<file path="src/hw/target_remap_pkg.sv">
// Purpose: constants for the remote target physical address remap table
// Assumes: 8-bit register access from the local register port
// Notes:   one table copy per receive port
package target_remap_pkg;
    localparam int unsigned NUM_PORTS      = 2;
    localparam int unsigned PORT_SEL_W     = 1;
    localparam int unsigned FIRST_SLOT     = 2;
    localparam int unsigned NUM_SLOTS      = 6;
    localparam int unsigned ADDR_W         = 7;
    localparam logic [7:0]  PORT_SEL_ADDR  = 8'h4C;
    localparam logic [7:0]  SLOT2_ADDR     = 8'h5F;
    localparam logic [7:0]  SLOT3_ADDR     = 8'h60;
    localparam logic [7:0]  SLOT4_ADDR     = 8'h61;
    localparam logic [7:0]  SLOT5_ADDR     = 8'h62;
    localparam logic [7:0]  SLOT6_ADDR     = 8'h63;
    localparam logic [7:0]  SLOT7_ADDR     = 8'h64;
    localparam int unsigned PHYS_MSB       = 7;
    localparam int unsigned PHYS_LSB       = 1;
    localparam logic [6:0]  PHYS_RESET     = 7'h00;
    localparam logic [6:0]  ALIAS_DISABLED = 7'h00;
    localparam logic [7:0]  PORT_SEL_RESET = 8'h01;
    localparam logic [7:0]  UNMAPPED_READ  = 8'h00;
endpackage

</file>
<file path="src/hw/remote_i2c_target_address_remap.sv">
// Purpose: per-port table of remote target physical addresses, slots 2 to 7,
//          and the alias to physical address translation for pass-through
// Assumes: register port and lookup are synchronous to clock
// Notes:   alias values come from outside this block
//          equal aliases on several slots: the lowest slot is forwarded
//          a port selector with neither port bit set reaches the port 0 copy
`timescale 1ns/1ns
module remote_i2c_target_address_remap (
    input  wire logic        clock,
    input  wire logic        reset,
    input  wire logic        reg_write,
    input  wire logic        reg_read,
    input  wire logic [7:0]  reg_addr,
    input  wire logic [7:0]  reg_wdata,
    output logic      [7:0]  reg_rdata,
    input  wire logic [1:0]  lookup_port,
    input  wire logic        lookup_valid,
    input  wire logic [6:0]  lookup_addr,
    input  wire logic [41:0] alias_slot_match_addr,
    output logic             fwd_valid,
    output logic      [6:0]  fwd_addr,
    output logic      [2:0]  fwd_slot
);

    ////////////////////////////////////////////////////////////////////////////
    typedef logic [target_remap_pkg::ADDR_W-1:0]        phys_type;
    typedef logic [target_remap_pkg::PORT_SEL_W-1:0]    port_type;
    typedef phys_type [target_remap_pkg::NUM_SLOTS-1:0] row_type;

    // outcome of one alias lookup against one port's copy of the table
    typedef struct packed {
        logic       valid;
        phys_type   addr;
        logic [2:0] slot;
    } match_type;

    localparam logic [2:0] NO_SLOT = 3'h7;

    typedef struct packed {
        phys_type [target_remap_pkg::NUM_PORTS-1:0][target_remap_pkg::NUM_SLOTS-1:0] phys;
        logic [7:0] rx_port_selector;
        logic [7:0] rdata;
        logic       fwd_valid;
        logic [6:0] fwd_addr;
        logic [2:0] fwd_slot;
    } state_type;

    state_type state_q;
    state_type state_d;

    // slot index 0..5 for addresses 0x5F..0x64, 7 when unmapped
    function automatic logic [2:0] slot_of(input logic [7:0] addr);
        logic [2:0] idx;
        idx = 3'h7;
        if (addr == target_remap_pkg::SLOT2_ADDR) begin
            idx = 3'h0;
        end else if (addr == target_remap_pkg::SLOT3_ADDR) begin
            idx = 3'h1;
        end else if (addr == target_remap_pkg::SLOT4_ADDR) begin
            idx = 3'h2;
        end else if (addr == target_remap_pkg::SLOT5_ADDR) begin
            idx = 3'h3;
        end else if (addr == target_remap_pkg::SLOT6_ADDR) begin
            idx = 3'h4;
        end else if (addr == target_remap_pkg::SLOT7_ADDR) begin
            idx = 3'h5;
        end
        return idx;
    endfunction

    ////////////////////////////////////////////////////////////////////////////
    // copy reached by the register port: bit 0 wins, then bit 1, else port 0
    function automatic port_type port_of(input logic [7:0] selector);
        port_type idx;
        idx = port_type'(0);
        if (selector[0]) begin
            idx = port_type'(0);
        end else if (selector[1]) begin
            idx = port_type'(1);
        end
        return idx;
    endfunction

    // decode of the port selector address, shared by writes and reads
    function automatic logic hits_port_sel(input logic [7:0] addr);
        logic hit;
        hit = (addr == target_remap_pkg::PORT_SEL_ADDR);
        return hit;
    endfunction

    // slot byte as read back: address in bits 7:1, reserved bit 0 always zero
    function automatic logic [7:0] slot_byte(input phys_type phys);
        logic [7:0] value;
        value = 8'h00;
        value[target_remap_pkg::PHYS_MSB:target_remap_pkg::PHYS_LSB] = phys;
        value[0] = 1'b0;
        return value;
    endfunction

    // address field of a written slot byte; bit 0 is dropped
    function automatic phys_type slot_field(input logic [7:0] value);
        phys_type phys;
        phys = value[target_remap_pkg::PHYS_MSB:target_remap_pkg::PHYS_LSB];
        return phys;
    endfunction

    // alias of table entry n, slot 2 in the lowest seven bits
    function automatic phys_type alias_of(
        input logic [41:0] aliases,
        input int          n
    );
        phys_type value;
        value = aliases[n * target_remap_pkg::ADDR_W +: target_remap_pkg::ADDR_W];
        return value;
    endfunction

    // a zero alias switches its slot off, so it can never claim a transaction
    function automatic logic alias_hit(
        input phys_type alias_value,
        input phys_type addr
    );
        logic hit;
        hit = 1'b0;
        if (alias_value != target_remap_pkg::ALIAS_DISABLED) begin
            hit = (alias_value == addr);
        end
        return hit;
    endfunction

    // scan from the highest slot down, so the lowest matching slot is kept
    function automatic match_type find_match(
        input logic [41:0] aliases,
        input row_type     row,
        input phys_type    addr
    );
        match_type result;
        phys_type  alias_value;
        result = '0;
        for (int i = target_remap_pkg::NUM_SLOTS - 1; i >= 0; i--) begin
            alias_value = alias_of(aliases, i);
            if (alias_hit(alias_value, addr)) begin
                result.valid = 1'b1;
                result.addr  = row[i];
                result.slot  = 3'(i + target_remap_pkg::FIRST_SLOT);
            end
        end
        return result;
    endfunction

    ////////////////////////////////////////////////////////////////////////////
    logic [2:0] slot_idx;
    port_type   port_idx;
    logic       lookup_ok;
    match_type  found;

    always_comb begin
        state_d   = state_q;
        slot_idx  = slot_of(reg_addr);
        port_idx  = port_of(state_q.rx_port_selector);
        lookup_ok = 1'b0;
        found     = '0;

        // writes reach the selector or one slot of the selected port's copy
        if (reg_write) begin
            if (hits_port_sel(reg_addr)) begin
                state_d.rx_port_selector = reg_wdata;
            end else if (slot_idx != NO_SLOT) begin
                state_d.phys[port_idx][slot_idx] = slot_field(reg_wdata);
            end
        end

        // read data stands for one cycle and returns to zero
        state_d.rdata = target_remap_pkg::UNMAPPED_READ;
        if (reg_read) begin
            if (hits_port_sel(reg_addr)) begin
                state_d.rdata = state_q.rx_port_selector;
            end else if (slot_idx != NO_SLOT) begin
                state_d.rdata = slot_byte(state_q.phys[port_idx][slot_idx]);
            end
        end

        // lookup sees the table as it stood before a write on the same edge
        lookup_ok = lookup_valid && (lookup_port < 2'(target_remap_pkg::NUM_PORTS));
        if (lookup_ok) begin
            found = find_match(alias_slot_match_addr,
                               state_q.phys[port_type'(lookup_port)],
                               lookup_addr);
        end
        state_d.fwd_valid = found.valid;
        state_d.fwd_addr  = found.addr;
        state_d.fwd_slot  = found.slot;
    end

    ////////////////////////////////////////////////////////////////////////////
    always_ff @(posedge clock) begin
        if (reset) begin
            for (int p = 0; p < target_remap_pkg::NUM_PORTS; p++) begin
                for (int s = 0; s < target_remap_pkg::NUM_SLOTS; s++) begin
                    state_q.phys[p][s] <= target_remap_pkg::PHYS_RESET;
                end
            end
            state_q.rx_port_selector <= target_remap_pkg::PORT_SEL_RESET;
            state_q.rdata            <= 8'h00;
            state_q.fwd_valid        <= 1'b0;
            state_q.fwd_addr         <= 7'h00;
            state_q.fwd_slot         <= 3'h0;
        end else begin
            state_q <= state_d;
        end
    end

    assign reg_rdata = state_q.rdata;
    assign fwd_valid = state_q.fwd_valid;
    assign fwd_addr  = state_q.fwd_addr;
    assign fwd_slot  = state_q.fwd_slot;

endmodule

</file>
<file path="config.mk">
export PLATFORM = sky130hd
export DESIGN_NAME = remote_i2c_target_address_remap
export DESIGN_NICKNAME = d
export VERILOG_FILES = /design/src/hw/target_remap_pkg.sv /design/src/hw/remote_i2c_target_address_remap.sv
export SDC_FILE = /design/constraint.sdc
export NUM_CORES = 1
export LEC_CHECK = 0
export BUFFER_PORTS_ARGS = -buffer_cell sky130_fd_sc_hd__buf_2
export CORE_MARGIN = 4
export CORE_UTILIZATION = 30
export DETAILED_ROUTE_END_ITERATION = 8
export PLACE_DENSITY = 0.57
export SLEW_MARGIN = 30
export SYNTH_ARGS = -nofsm -noshare
export SYNTH_HDL_FRONTEND = slang
export SYNTH_SLANG_ARGS = --single-unit
</file>
<file path="constraint.sdc">
create_clock -name clock -period 2.1 [get_ports clock]
set_clock_uncertainty 0.15 [all_clocks]
set_input_delay 0.21 -clock clock [delete_from_list [all_inputs] [get_ports clock]]
set_output_delay 0.21 -clock clock [all_outputs]
set_load 0.05 [all_outputs]
</file>
### Word-level counts from Yosys, hierarchy flattened

Index checks and enable logic that the tools add are counted.

* memories kept: 0
* latch bits: 0
* memory bits (read-only): 0
* logic and storage cells: 96
* output and inout bits: 19
* bits in writable memories: 0
* register bits after elaboration: 111
* input bits: 72

* bitwise logic cells: 3
* add/sub/neg operators: 0
* muxes and demuxes: 39
* shift operators: 0
* eq/ne operators: 14
* div/mod/pow operators: 0
* reductions and logical operators: 15
* multipliers: 0
* $lt $le $gt $ge: 6

Operators by type and width (count)
* 42-bit 2-to-1 mux: 5
* 84-bit bitwise mux: 1
* 11-bit 2-to-1 mux: 6
* 8-bit by 7-bit == test with 1-bit output, second input constant: 7
* 42-bit demux with 1-bit select: 1
* 7-bit == test: 6
* 7-bit nonzero test: 6
* 7-bit binary-select mux with 3-bit select: 1
* 7-bit demux with 3-bit select: 1
* 8-bit 2-to-1 mux: 2
* 1-bit 2-to-1 mux: 14
* 7-bit 2-to-1 mux: 2
* 3-bit 2-to-1 mux: 4
* 1-bit by 2-bit less-than comparator with 1-bit output, second input constant: 2
* 3-bit by 4-bit less-than comparator with 1-bit output, second input constant: 1
* 2-bit 2-to-1 mux: 2
* 2-bit OR reduction: 2
* 4-bit OR reduction: 1
* 3-bit by 1-bit greater-or-equal comparator with 1-bit output, second input constant: 1
* 1-bit logical AND: 3
* 3-bit inequality test, second input constant: 1
* 1-bit inverter: 3
* 3-bit AND reduction: 1
* 3-bit OR reduction: 1
* other kinds (3): 3

### Depth between registers and ports, before layout

Gate-level depths: netlist of run 1.

* word-level depth: 14
* depth in mapped cells: 8
* depth with buffers taken out: 6

### Worst setup path before layout of run 1

No wires, ideal clock.

* path kind: register -> register
* from: register state_q[19] (netlist name)
* to: register state_q[34] (netlist name)
* path slack: 0.304 ns
* data arrival time: 1.518 ns
* buffers on the path: 1
* data required time: 1.822 ns
* cell stages (with the launch flop): 7
* path through: dfxtp_1 nand2b_2 buf_6 nand2_4 nor4_4 mux2i_1 nor2_1

* longest elaborated chain between the ends: 6
* elaborated cells between the ends (all ways): 7
* classes of those cells: 2 x order compare; 4 x mux; 1 x reduce/logical

RTL lines
* start: declaration: line remote_i2c_target_address_remap.sv:48 `state_type state_q;`
* start signal: assignment: line remote_i2c_target_address_remap.sv:208 `state_q <= state_d;`
* 1-bit 2-to-1 mux *: line remote_i2c_target_address_remap.sv:76 `if (selector[0]) begin`
* 1-bit by 2-bit less-than comparator with 1-bit output (implied by the code) or 1-bit greater-or-equal comparator (tied branches): line remote_i2c_target_address_remap.sv:168 `state_d.phys[port_idx][slot_idx] = slot_field(reg_wdata);`
* 1-bit logical AND (implied by the code): line remote_i2c_target_address_remap.sv:168
* 42-bit 2-to-1 mux (implied by the code): line remote_i2c_target_address_remap.sv:168
* 42-bit demux with 1-bit select *: line remote_i2c_target_address_remap.sv:168
* 84-bit bitwise mux *: line remote_i2c_target_address_remap.sv:168

Every way passes the cells marked *; elsewhere a longest branch is shown, timed or not.
A chain may end at the register's enable or synchronous reset.

### Worst setup path after layout of run 1

* from: register state_q[19] (netlist name)
* to: register state_q, in the netlist reg_rdata[3]

* longest elaborated chain between the ends: 7

RTL lines
* 1-bit 2-to-1 mux: line remote_i2c_target_address_remap.sv:76
* 42-bit 2-to-1 mux (implied by the code) (2 in series): line remote_i2c_target_address_remap.sv:178 `state_d.rdata = slot_byte(state_q.phys[port_idx][slot_idx]);`
* 7-bit binary-select mux with 3-bit select: line remote_i2c_target_address_remap.sv:178
* 7-bit 2-to-1 mux (implied by the code): line remote_i2c_target_address_remap.sv:178
* 8-bit 2-to-1 mux: line remote_i2c_target_address_remap.sv:177 `end else if (slot_idx != NO_SLOT) begin`
* 8-bit 2-to-1 mux: line remote_i2c_target_address_remap.sv:175 `if (hits_port_sel(reg_addr)) begin`

Every way passes these cells. The select of a mux whose other input is x is not followed.

==> results of run 1 <==
-- layer usage --
metal	track usage (%)	vias up	share of wire (%)
met5	0	-	0
met2	25.82	102	47
li1	-	2533	-
met1	21.07	2517	47
met3	1.967	23	3.1
met4	5.593	0	2.6
-- cells by family after synthesis --
group	after synthesis	share of synthesized area [%]
buf+inv	68	5.849
mux	148	26.37
flops	111	34.97
xor+xnor	40	5.514
compound gates	84	8.842
simple gates	231	18.45
-- tightest hold or removal path: stages --
cell     delay [ns]
buf_2          0.08
inv_1          0.03
nor2_1         0.09
a211o_1        0.10
-- cells in the final DEF, fill, tap and decap left out, types with 3 or more instances in the layout --
master and count:
clkbuf_16 9, and3_1 4, nor3_4 3, xnor2_1 20
mux4_2 14, nor2b_1 3, o21ai_1 4, buf_2 90
a221oi_1 7, a31oi_1 19, nand4_1 5, buf_12 5
nor2_1 121, a21oi_1 11, nor4_1 7, dfxtp_1 111
a221o_1 7, and2_1 4, nand3_2 3, xor2_1 20
nand3_1 7, mux2_2 15, o31ai_1 7, nand2_1 37
buf_4 21, nor3_1 12, nor2_4 3, mux2i_1 119
o21ai_0 20
-- sequential cells by signal (all words and copies together) (netlist names) --
name,flops
fwd_addr,7
fwd_slot,3
fwd_valid,1
reg_rdata,8
state_q,92
-- through the flow --
stage | TNS, ns | worst slack (ns) | util [%] | power [mW] | hold WS [ns]
2_1_floorplan | 0 | 0.3043 | - | 2.403 | 0.2072
3_3_place_gp | -1.040 | -0.1430 | 34.22 | 2.572 | 0.2978
3_5_place_dp | -0.5245 | -0.08340 | 34.28 | 2.575 | 0.2973
4_1_cts | 0 | 0.06822 | 35.67 | 4.205 | 0.01457
5_1_grt | 0 | 0.01159 | 35.67 | 4.306 | 0.07439
6_report | 0 | 0.09922 | 35.67 | 4.163 | 0.01970
-- cell usage after synthesis, types with 3 or more instances --
master | instances | area share (%)
and3_1 | 4 | 0.39
o21ai_0 | 22 | 1.7
o31ai_1 | 7 | 0.83
mux2i_1 | 119 | 19
clkbuf_1 | 24 | 1.4
a221oi_1 | 7 | 0.96
nand3_1 | 7 | 0.55
a221o_1 | 7 | 1.1
nand2_1 | 37 | 2.2
mux4_2 | 14 | 5.0
nor2_1 | 121 | 7.1
xor2_1 | 20 | 2.8
nor3_1 | 12 | 0.95
nand3_2 | 3 | 0.47
dfxtp_1 | 111 | 35
a31oi_1 | 19 | 1.9
a21oi_1 | 11 | 0.87
nor3_2 | 3 | 0.47
and2_1 | 4 | 0.39
buf_2 | 18 | 1.4
buf_4 | 23 | 2.7
nor4_1 | 7 | 0.69
nor2_4 | 3 | 0.53
mux2_2 | 15 | 2.7
xnor2_1 | 20 | 2.8
nand4_1 | 5 | 0.49
nor2b_1 | 3 | 0.30
-- worst paths after layout --
check / start / endpoint / slack (ns) / cells after the start
setup reg to reg: state_q[19]$_SDFFE_PP1P_ / reg_rdata[3]$_SDFF_PP0_ / 0.1 / 6
setup / recovery: state_q[19]$_SDFFE_PP1P_ / reg_rdata[3]$_SDFF_PP0_ / 0.1 / 6
hold / removal: reg_wdata[0] / state_q[19]$_SDFFE_PP1P_ / 0.02 / 4
hold reg to reg: state_q[23]$_SDFFE_PP0P_ / reg_rdata[4]$_SDFF_PP0_ / 0.30 / 2
-- cell type report --
type,count,area [sq um]
clock inverter,4,32.53
tap,270,337.8
multi-input combinational,503,3772
fill,2159,13230
inverter,2,7.507
clock buffer,11,242.7
sequential,111,2222
timing repair buffer,117,718.2
-- where the power goes --
part           switching [mW]  leakage, nW  internal [mW]
sequential            0.00138        0.894           2.11
clock                   0.797        0.128          0.836
combinational           0.260         2.08          0.163
total                    1.06         3.10           3.11
-- what timing repair did --
action                                 in CTS  in global routing
endpoints found under the hold margin       1                  0
hold buffers                                1                  0
buffers inserted                            0                  0
setup endpoints to repair                   0                  2
resized for setup                           0                  2
==> out/results.tsv, run 1 <==
metric	value	unit
cpPeakStageDelay	0.56	ns
maxCapViolCount	0	
die-area	0.02357	sq mm
die_x	153.5	microns
worstMarginPinSlew	0.9672	ns
diodes	0	
yosysSeqAreaShare	34.97	%
ant_nets	0	
gr-usage-all-layers	15.63	%
critPathSlowestCell	mux4_2	
finalHoldViolations	0	
slew_viol_final	0	
insertion_delay	0.36	ns
synth_cell_types	55	
pin_count	91	
wirelength	18760	microns
syn-cell-area	0.006354	sq mm
wl_per_cell	18.43	microns
clock_sinks	111	
grt_pass1_vias	5139	
synthFlopType	dfxtp_1	
vdd_drop_max	384.7	uV
worst-path-buf-inv	1	
cts_made_buffers	9	
clock_path_buffers	2	
cp_cell_sequence	nand2b_2 > buf_12 > mux4_2 > o21ai_0 > a221o_1 > a31oi_1	
yosysWarnings	0	
ys_ff_latch	111	
fin_crit_sh	95.28	%
antenna_found_initial	0	
via_count	5175	
crit_arrival	2.07	ns
synth_edf_count	0	
cts_root_buf	clkbuf_16	
rsz0062_at_grt	no	
syn2layout_area_growth	15.42	%
h-tree-depth	3	
max_freq	499.8	MHz
syn_nets	754	
placed_area	0.007048	sq mm
post-route-min-period	2.001	ns
cp_max_fo	9	
drc	0	
start_util	30.90	%
final_nets	816	
status	complete, no violations	
setup_viol	0	
hpwl	13450	microns
drtIter0Drc	385	
required	2.17	ns
final_cells	1018	
overflow	0	
drt_first_pass_iters	7	
num_rows	52	
cts_tree	done	
power.density	567.7	mW/mm^2
core_area	0.02056	sq mm
crit_family	multiplexers	
die_h	153.5	microns
hold_path_class	in2reg	
worst_setup_path_end_kind	register	
crit_path_start_kind	register	
place_congestion	0.8846	
synth_cells	682	
worstSetupPathType	reg2reg	
async_flop_share	0	%
grt_pass1_wl	29340	microns
leakage	3.097	nW
dp.cells	1002	
drive_gt1_share	24.73	%
slew_headroom	35.39	%
routed_via_density	5.083	
path_clk_slew	0.07	ns
postSynthAreaPerCell	9.316	sq um
port_buffers	90	
grt_max_degree	58	
final_area	0.007333	sq mm
No activity file was read; power rests on OpenSTA's default activity.
==> inputs of run 2 (changes only) <==
GPL_TIMING_DRIVEN = 0   (was not set)
clock period = 2 ns   (was 2.1 ns; I/O delays follow)
==> out/results.tsv, run 2 (same netlist as run 1, synthesis figures left out) <==
metric	value	unit
cpPeakStageDelay	0.55	ns
drive_gt1_share	26.99	%
start_util	30.90	%
worst_setup_path_end_kind	register	
via_count	5417	
clock_path_buffers	2	
power.density	586.3	mW/mm^2
maxCapViolCount	0	
final_cell_mix	nor2_1, mux2i_1, dfxtp_1, buf_2, nand2_1	
diodes	0	
insertion_delay	0.37	ns
pin_count	91	
worst-path-buf-inv	1	
core_area	0.02056	sq mm
cts_made_buffers	9	
hold_path_class	in2reg	
clock_sinks	111	
fin_util	37.22	%
leakage	3.264	nW
drtIter0Drc	414	
die-area	0.02357	sq mm
cp_max_fo	8	
syn2layout_area_growth	20.44	%
wirelength	20420	microns
hp-start	reg_wdata[6]	
routed_via_density	5.096	
num_rows	52	
final_cells	1063	
grt_pass1_vias	5303	
die_x	153.5	microns
dp.cells	1033	
hold_slack	0.01144	ns
status	complete, no violations	
cp-startpoint	state_q[19]$_SDFFE_PP1P_	
vdd_drop_max	421.6	uV
drt_first_pass_iters	5	
largest-register	state_q	
place_congestion	0.8601	
finalHoldViolations	0	
post-route-min-period	1.969	ns
crit_family	multiplexers	
required	2.07	ns
comb_power_share	10.7	%
worstMarginPinSlew	0.9524	ns
die_h	153.5	microns
hpwl	15390	microns
r2r-start	state_q[19]$_SDFFE_PP1P_	
path_clk_slew	0.07	ns
slew_headroom	36.37	%
critPathSlowestCell	mux4_2	
multiInputGateArea	0.003845	sq mm
swShare	26.12	%
nFillCells	2105	
gr-usage-all-layers	17.08	%
cts_root_buf	clkbuf_16	
port_buffers	81	
power.switching	1.172	mW
setup_viol	0	
grt_max_degree	19	
largest_register_ffs	92	
drc	0	
max_freq	507.8	MHz
antenna_found_initial	0	
fin_crit_sh	98.46	%
crit_arrival	2.04	ns
seq_area	0.002227	sq mm
overflow	0	
worstSetupPathType	reg2reg	
slew_viol_final	0	
pwr-share-clk	40.0	%
crit_path_start_kind	register	
grt_pass1_wl	31450	microns
rsz0062_at_grt	yes	
cp_cell_sequence	nand2b_4 > buf_12 > mux4_2 > o21ai_2 > a221o_1 > a31oi_1	
final_nets	860	
mostFrequentLayoutCell	nor2_1	
cts_tree	done	
ant_nets	0	
h-tree-depth	3	
sequentialPowerShare	49.3	%
intPower	3.315	mW
wl_per_cell	19.21	microns
==> run 2: per-layer routing <==
layer | track usage [%] | up-vias | part of all wire [%]
li1 | - | 2623 | -
met1 | 23.24 | 2610 | 45
met2 | 28.41 | 161 | 48
met3 | 1.799 | 23 | 4.5
met4 | 5.677 | 0 | 2.2
met5 | 0 | - | 0
==> run 2: layout make-up <==
| type | count | share of cell area, % |
|---|---|---|
| buffer | 65 | 5.069 |
| clock buffer | 11 | 3.303 |
| clock inverter | 5 | 0.5396 |
| inverter | 2 | 0.09810 |
| multi-input combinational | 503 | 50.25 |
| sequential | 111 | 29.10 |
| tap | 270 | 4.415 |
| timing repair buffer | 96 | 7.227 |
==> run 2: repair_timing <==
action | 4_1_cts | 5_1_grt
hold endpoints to repair | 14 | 0
resized for setup | 14 | 24
hold buffers | 6 | 0
pin swaps | 1 | 4
buffers inserted | 5 | 4
setup endpoints to repair | 31 | 28
==> run 2: path summary, 6_finish.rpt <==
check | endpoint | slack (ns) | cells past startpoint
setup reg to reg | reg_rdata[5]$_SDFF_PP0_ | 0.03 | 6
setup / recovery | reg_rdata[5]$_SDFF_PP0_ | 0.03 | 6
hold / removal | state_q[102]$_SDFFE_PP0P_ | 0.01 | 3
hold reg to reg | reg_rdata[4]$_SDFF_PP0_ | 0.31 | 2
==> run 2: stage by stage <==
stage                     instance area, sq um  power, mW  setup slack [ns]   TNS, ns
final                                     7652      4.487           0.03085         0
after global routing                      7652      4.639          -0.03107  -0.08307
after CTS                                 7528      4.508           0.01993         0
after detailed placement                  7097      2.716           -0.2890    -8.956
after global placement                    7097      2.713           -0.2906    -8.675
after floorplan                           6354      2.523            0.2043         0
==> run 2: power by group through the flow <==
stage	registers, mW	clock network, mW	logic, mW
3_3_place_gp	2.26	0	0.449
2_1_floorplan	2.26	0	0.258
6_report	2.21	1.80	0.481
3_5_place_dp	2.26	0	0.452
5_1_grt	2.21	1.91	0.515
4_1_cts	2.21	1.83	0.464
==> run 2: worst reg2reg max path: stages (launching register included) <==
cell and delay [ns]:
dfxtp_4 0.36, nand2b_4 0.16, buf_12 0.15, mux4_2 0.56, o21ai_2 0.17, a221o_1 0.20
a31oi_1 0.07
==> inputs of run 3 (changes only) <==
CAP_MARGIN = 20   (was not set)
CORE_UTILIZATION = 58   (was 30)
PLACE_DENSITY = 0.91   (was 0.57)
SKIP_CTS_REPAIR_TIMING = 1   (was not set)
==> out/results.tsv, run 3 (same netlist as run 1, synthesis figures left out) <==
metric	value	unit
status	finished with violations	
failed_checks	hold timing, setup timing	
pwr-share-clk	35.7	%
sequentialPowerShare	52.8	%
path_clk_slew	0.10	ns
die_x	112.7	microns
swShare	25.82	%
grt_max_degree	18	
hold_slack	-0.01254	ns
worst-path-buf-inv	1	
crit_family	multiplexers	
hpwl	14550	microns
routed_via_density	6.509	
pin_count	91	
vdd_drop_max	428.4	uV
setup_viol	4	
crit_arrival	2.17	ns
post-route-min-period	2.053	ns
die-area	0.01269	sq mm
power.density	572.6	mW/mm^2
worstSetupPathType	reg2reg	
placed_area	0.006929	sq mm
max_freq	487.1	MHz
via_count	5988	
drive_gt1_share	26.79	%
grt_pass1_wl	29790	microns
clock_sinks	111	
drc	0	
antenna_found_initial	0	
final_cell_mix	nor2_1, mux2i_1, dfxtp_1, buf_2, nand2_1	
power.switching	1.082	mW
intPower	3.108	mW
slew_viol_final	0	
final_nets	851	
mostFrequentLayoutCell	nor2_1	
diodes	0	
cpPeakStageDelay	0.53	ns
largest_register_ffs	92	
insertion_delay	0.40	ns
wirelength	19970	microns
worstMarginPinSlew	0.8723	ns
cp_cell_sequence	nand2b_4 > buf_12 > mux4_2 > o21ai_2 > a221o_1 > a31oi_1	
required	2.11	ns
finalHoldViolations	3	
h-tree-depth	3	
leakage	3.192	nW
core_area	0.01051	sq mm
final_area	0.007316	sq mm
port_buffers	81	
slew_headroom	41.85	%
cts_root_buf	clkbuf_8	
gr-usage-all-layers	29.89	%
cts_tree	done	
wl_per_cell	21.70	microns
place_congestion	1.093	
fin_util	69.62	%
ant_nets	0	
largest-register	state_q	
overflow	0	
clock_path_buffers	2	
cp_max_fo	10	
drt_first_pass_iters	9	
syn2layout_area_growth	15.14	%
comb_power_share	11.6	%
num_rows	37	
drtIter0Drc	744	
maxCapViolCount	0	
fin_ws	-0.05317	ns
start_util	60.46	%
crit_path_start_kind	register	
rsz0062_at_grt	yes	
grt_pass1_vias	5692	
cts_made_buffers	9	
die_h	112.7	microns
worst_setup_path_end_kind	register	
fin_crit_sh	102.7	%
hold_path_class	in2reg	
critPathSlowestCell	mux4_2	
[run 3: cell types whose count changed in the layout (fill, tap and decap cells not counted), moves of 2 or more]
cell	previous run	this run
a31oi_1	17	19
a31oi_2	2	0
buf_4	29	26
clkbuf_16	9	0
clkbuf_8	2	13
dlygate4sd3_1	6	1
nor3_2	0	2
nor3_4	4	2
o21ai_0	13	9
o21ai_1	7	9
[run 3: worst register-to-register path: stages (launching register included)]
cell      delay [ns]
dfxtp_4         0.39
nand2b_4        0.18
buf_12          0.16
mux4_2          0.54
o21ai_2         0.22
a221o_1         0.23
a31oi_1         0.06
[run 3: layout make-up]
| cell class | count | area (sq um) |
|---|---|---|
| sequential | 111 | 2227 |
| buffer | 65 | 386.6 |
| timing repair buffer | 87 | 465.4 |
| inverter | 2 | 7.507 |
| multi-input combinational | 503 | 3832 |
| fill | 676 | 3193 |
| clock buffer | 13 | 178.9 |
| tap | 136 | 170.2 |
| clock inverter | 3 | 47.55 |
[run 3: per-stage QoR]
step	setup slack (ns)	hold slack, ns	setup TNS, ns	cells	power, mW
after floorplan	0.2043	0.1972	0	682	2.523
after global placement	-0.2908	0.2926	-4.493	899	2.693
after detailed placement	-0.3636	0.3075	-7.684	899	2.711
after CTS	-0.3846	-0.03396	-3.459	915	4.140
after global routing	-0.08533	0.005548	-0.1919	920	4.289
final	-0.05317	-0.01254	-0.1206	920	4.189
[run 3: power groups by stage]
stage                     clock network [mW]  registers, mW  logic (mW)
after floorplan                            0           2.26       0.258
after global placement                     0           2.26       0.429
after detailed placement                   0           2.26       0.447
after CTS                               1.48           2.21       0.448
after global routing                    1.57           2.21       0.502
final                                   1.49           2.21       0.484
[run 3: worst paths after layout]
kind / endpoint / cells past startpoint / from / slack, ns
max: reg_rdata[3]$_SDFF_PP0_ / 6 / state_q[19]$_SDFFE_PP1P_ / -0.05
min reg2reg: reg_rdata[4]$_SDFF_PP0_ / 2 / state_q[23]$_SDFFE_PP0P_ / 0.31
max reg2reg: reg_rdata[3]$_SDFF_PP0_ / 6 / state_q[19]$_SDFFE_PP1P_ / -0.05
min: state_q[69]$_SDFFE_PP0P_ / 3 / reg_wdata[1] / -0.01
[run 3: routing by layer]
| metal | global-route usage, % | share of wire (%) |
|---|---|---|
| met5 | 0 | 0 |
| met4 | 17.23 | 6.7 |
| met3 | 9.164 | 12 |
| met2 | 48.66 | 46 |
| met1 | 34.72 | 36 |
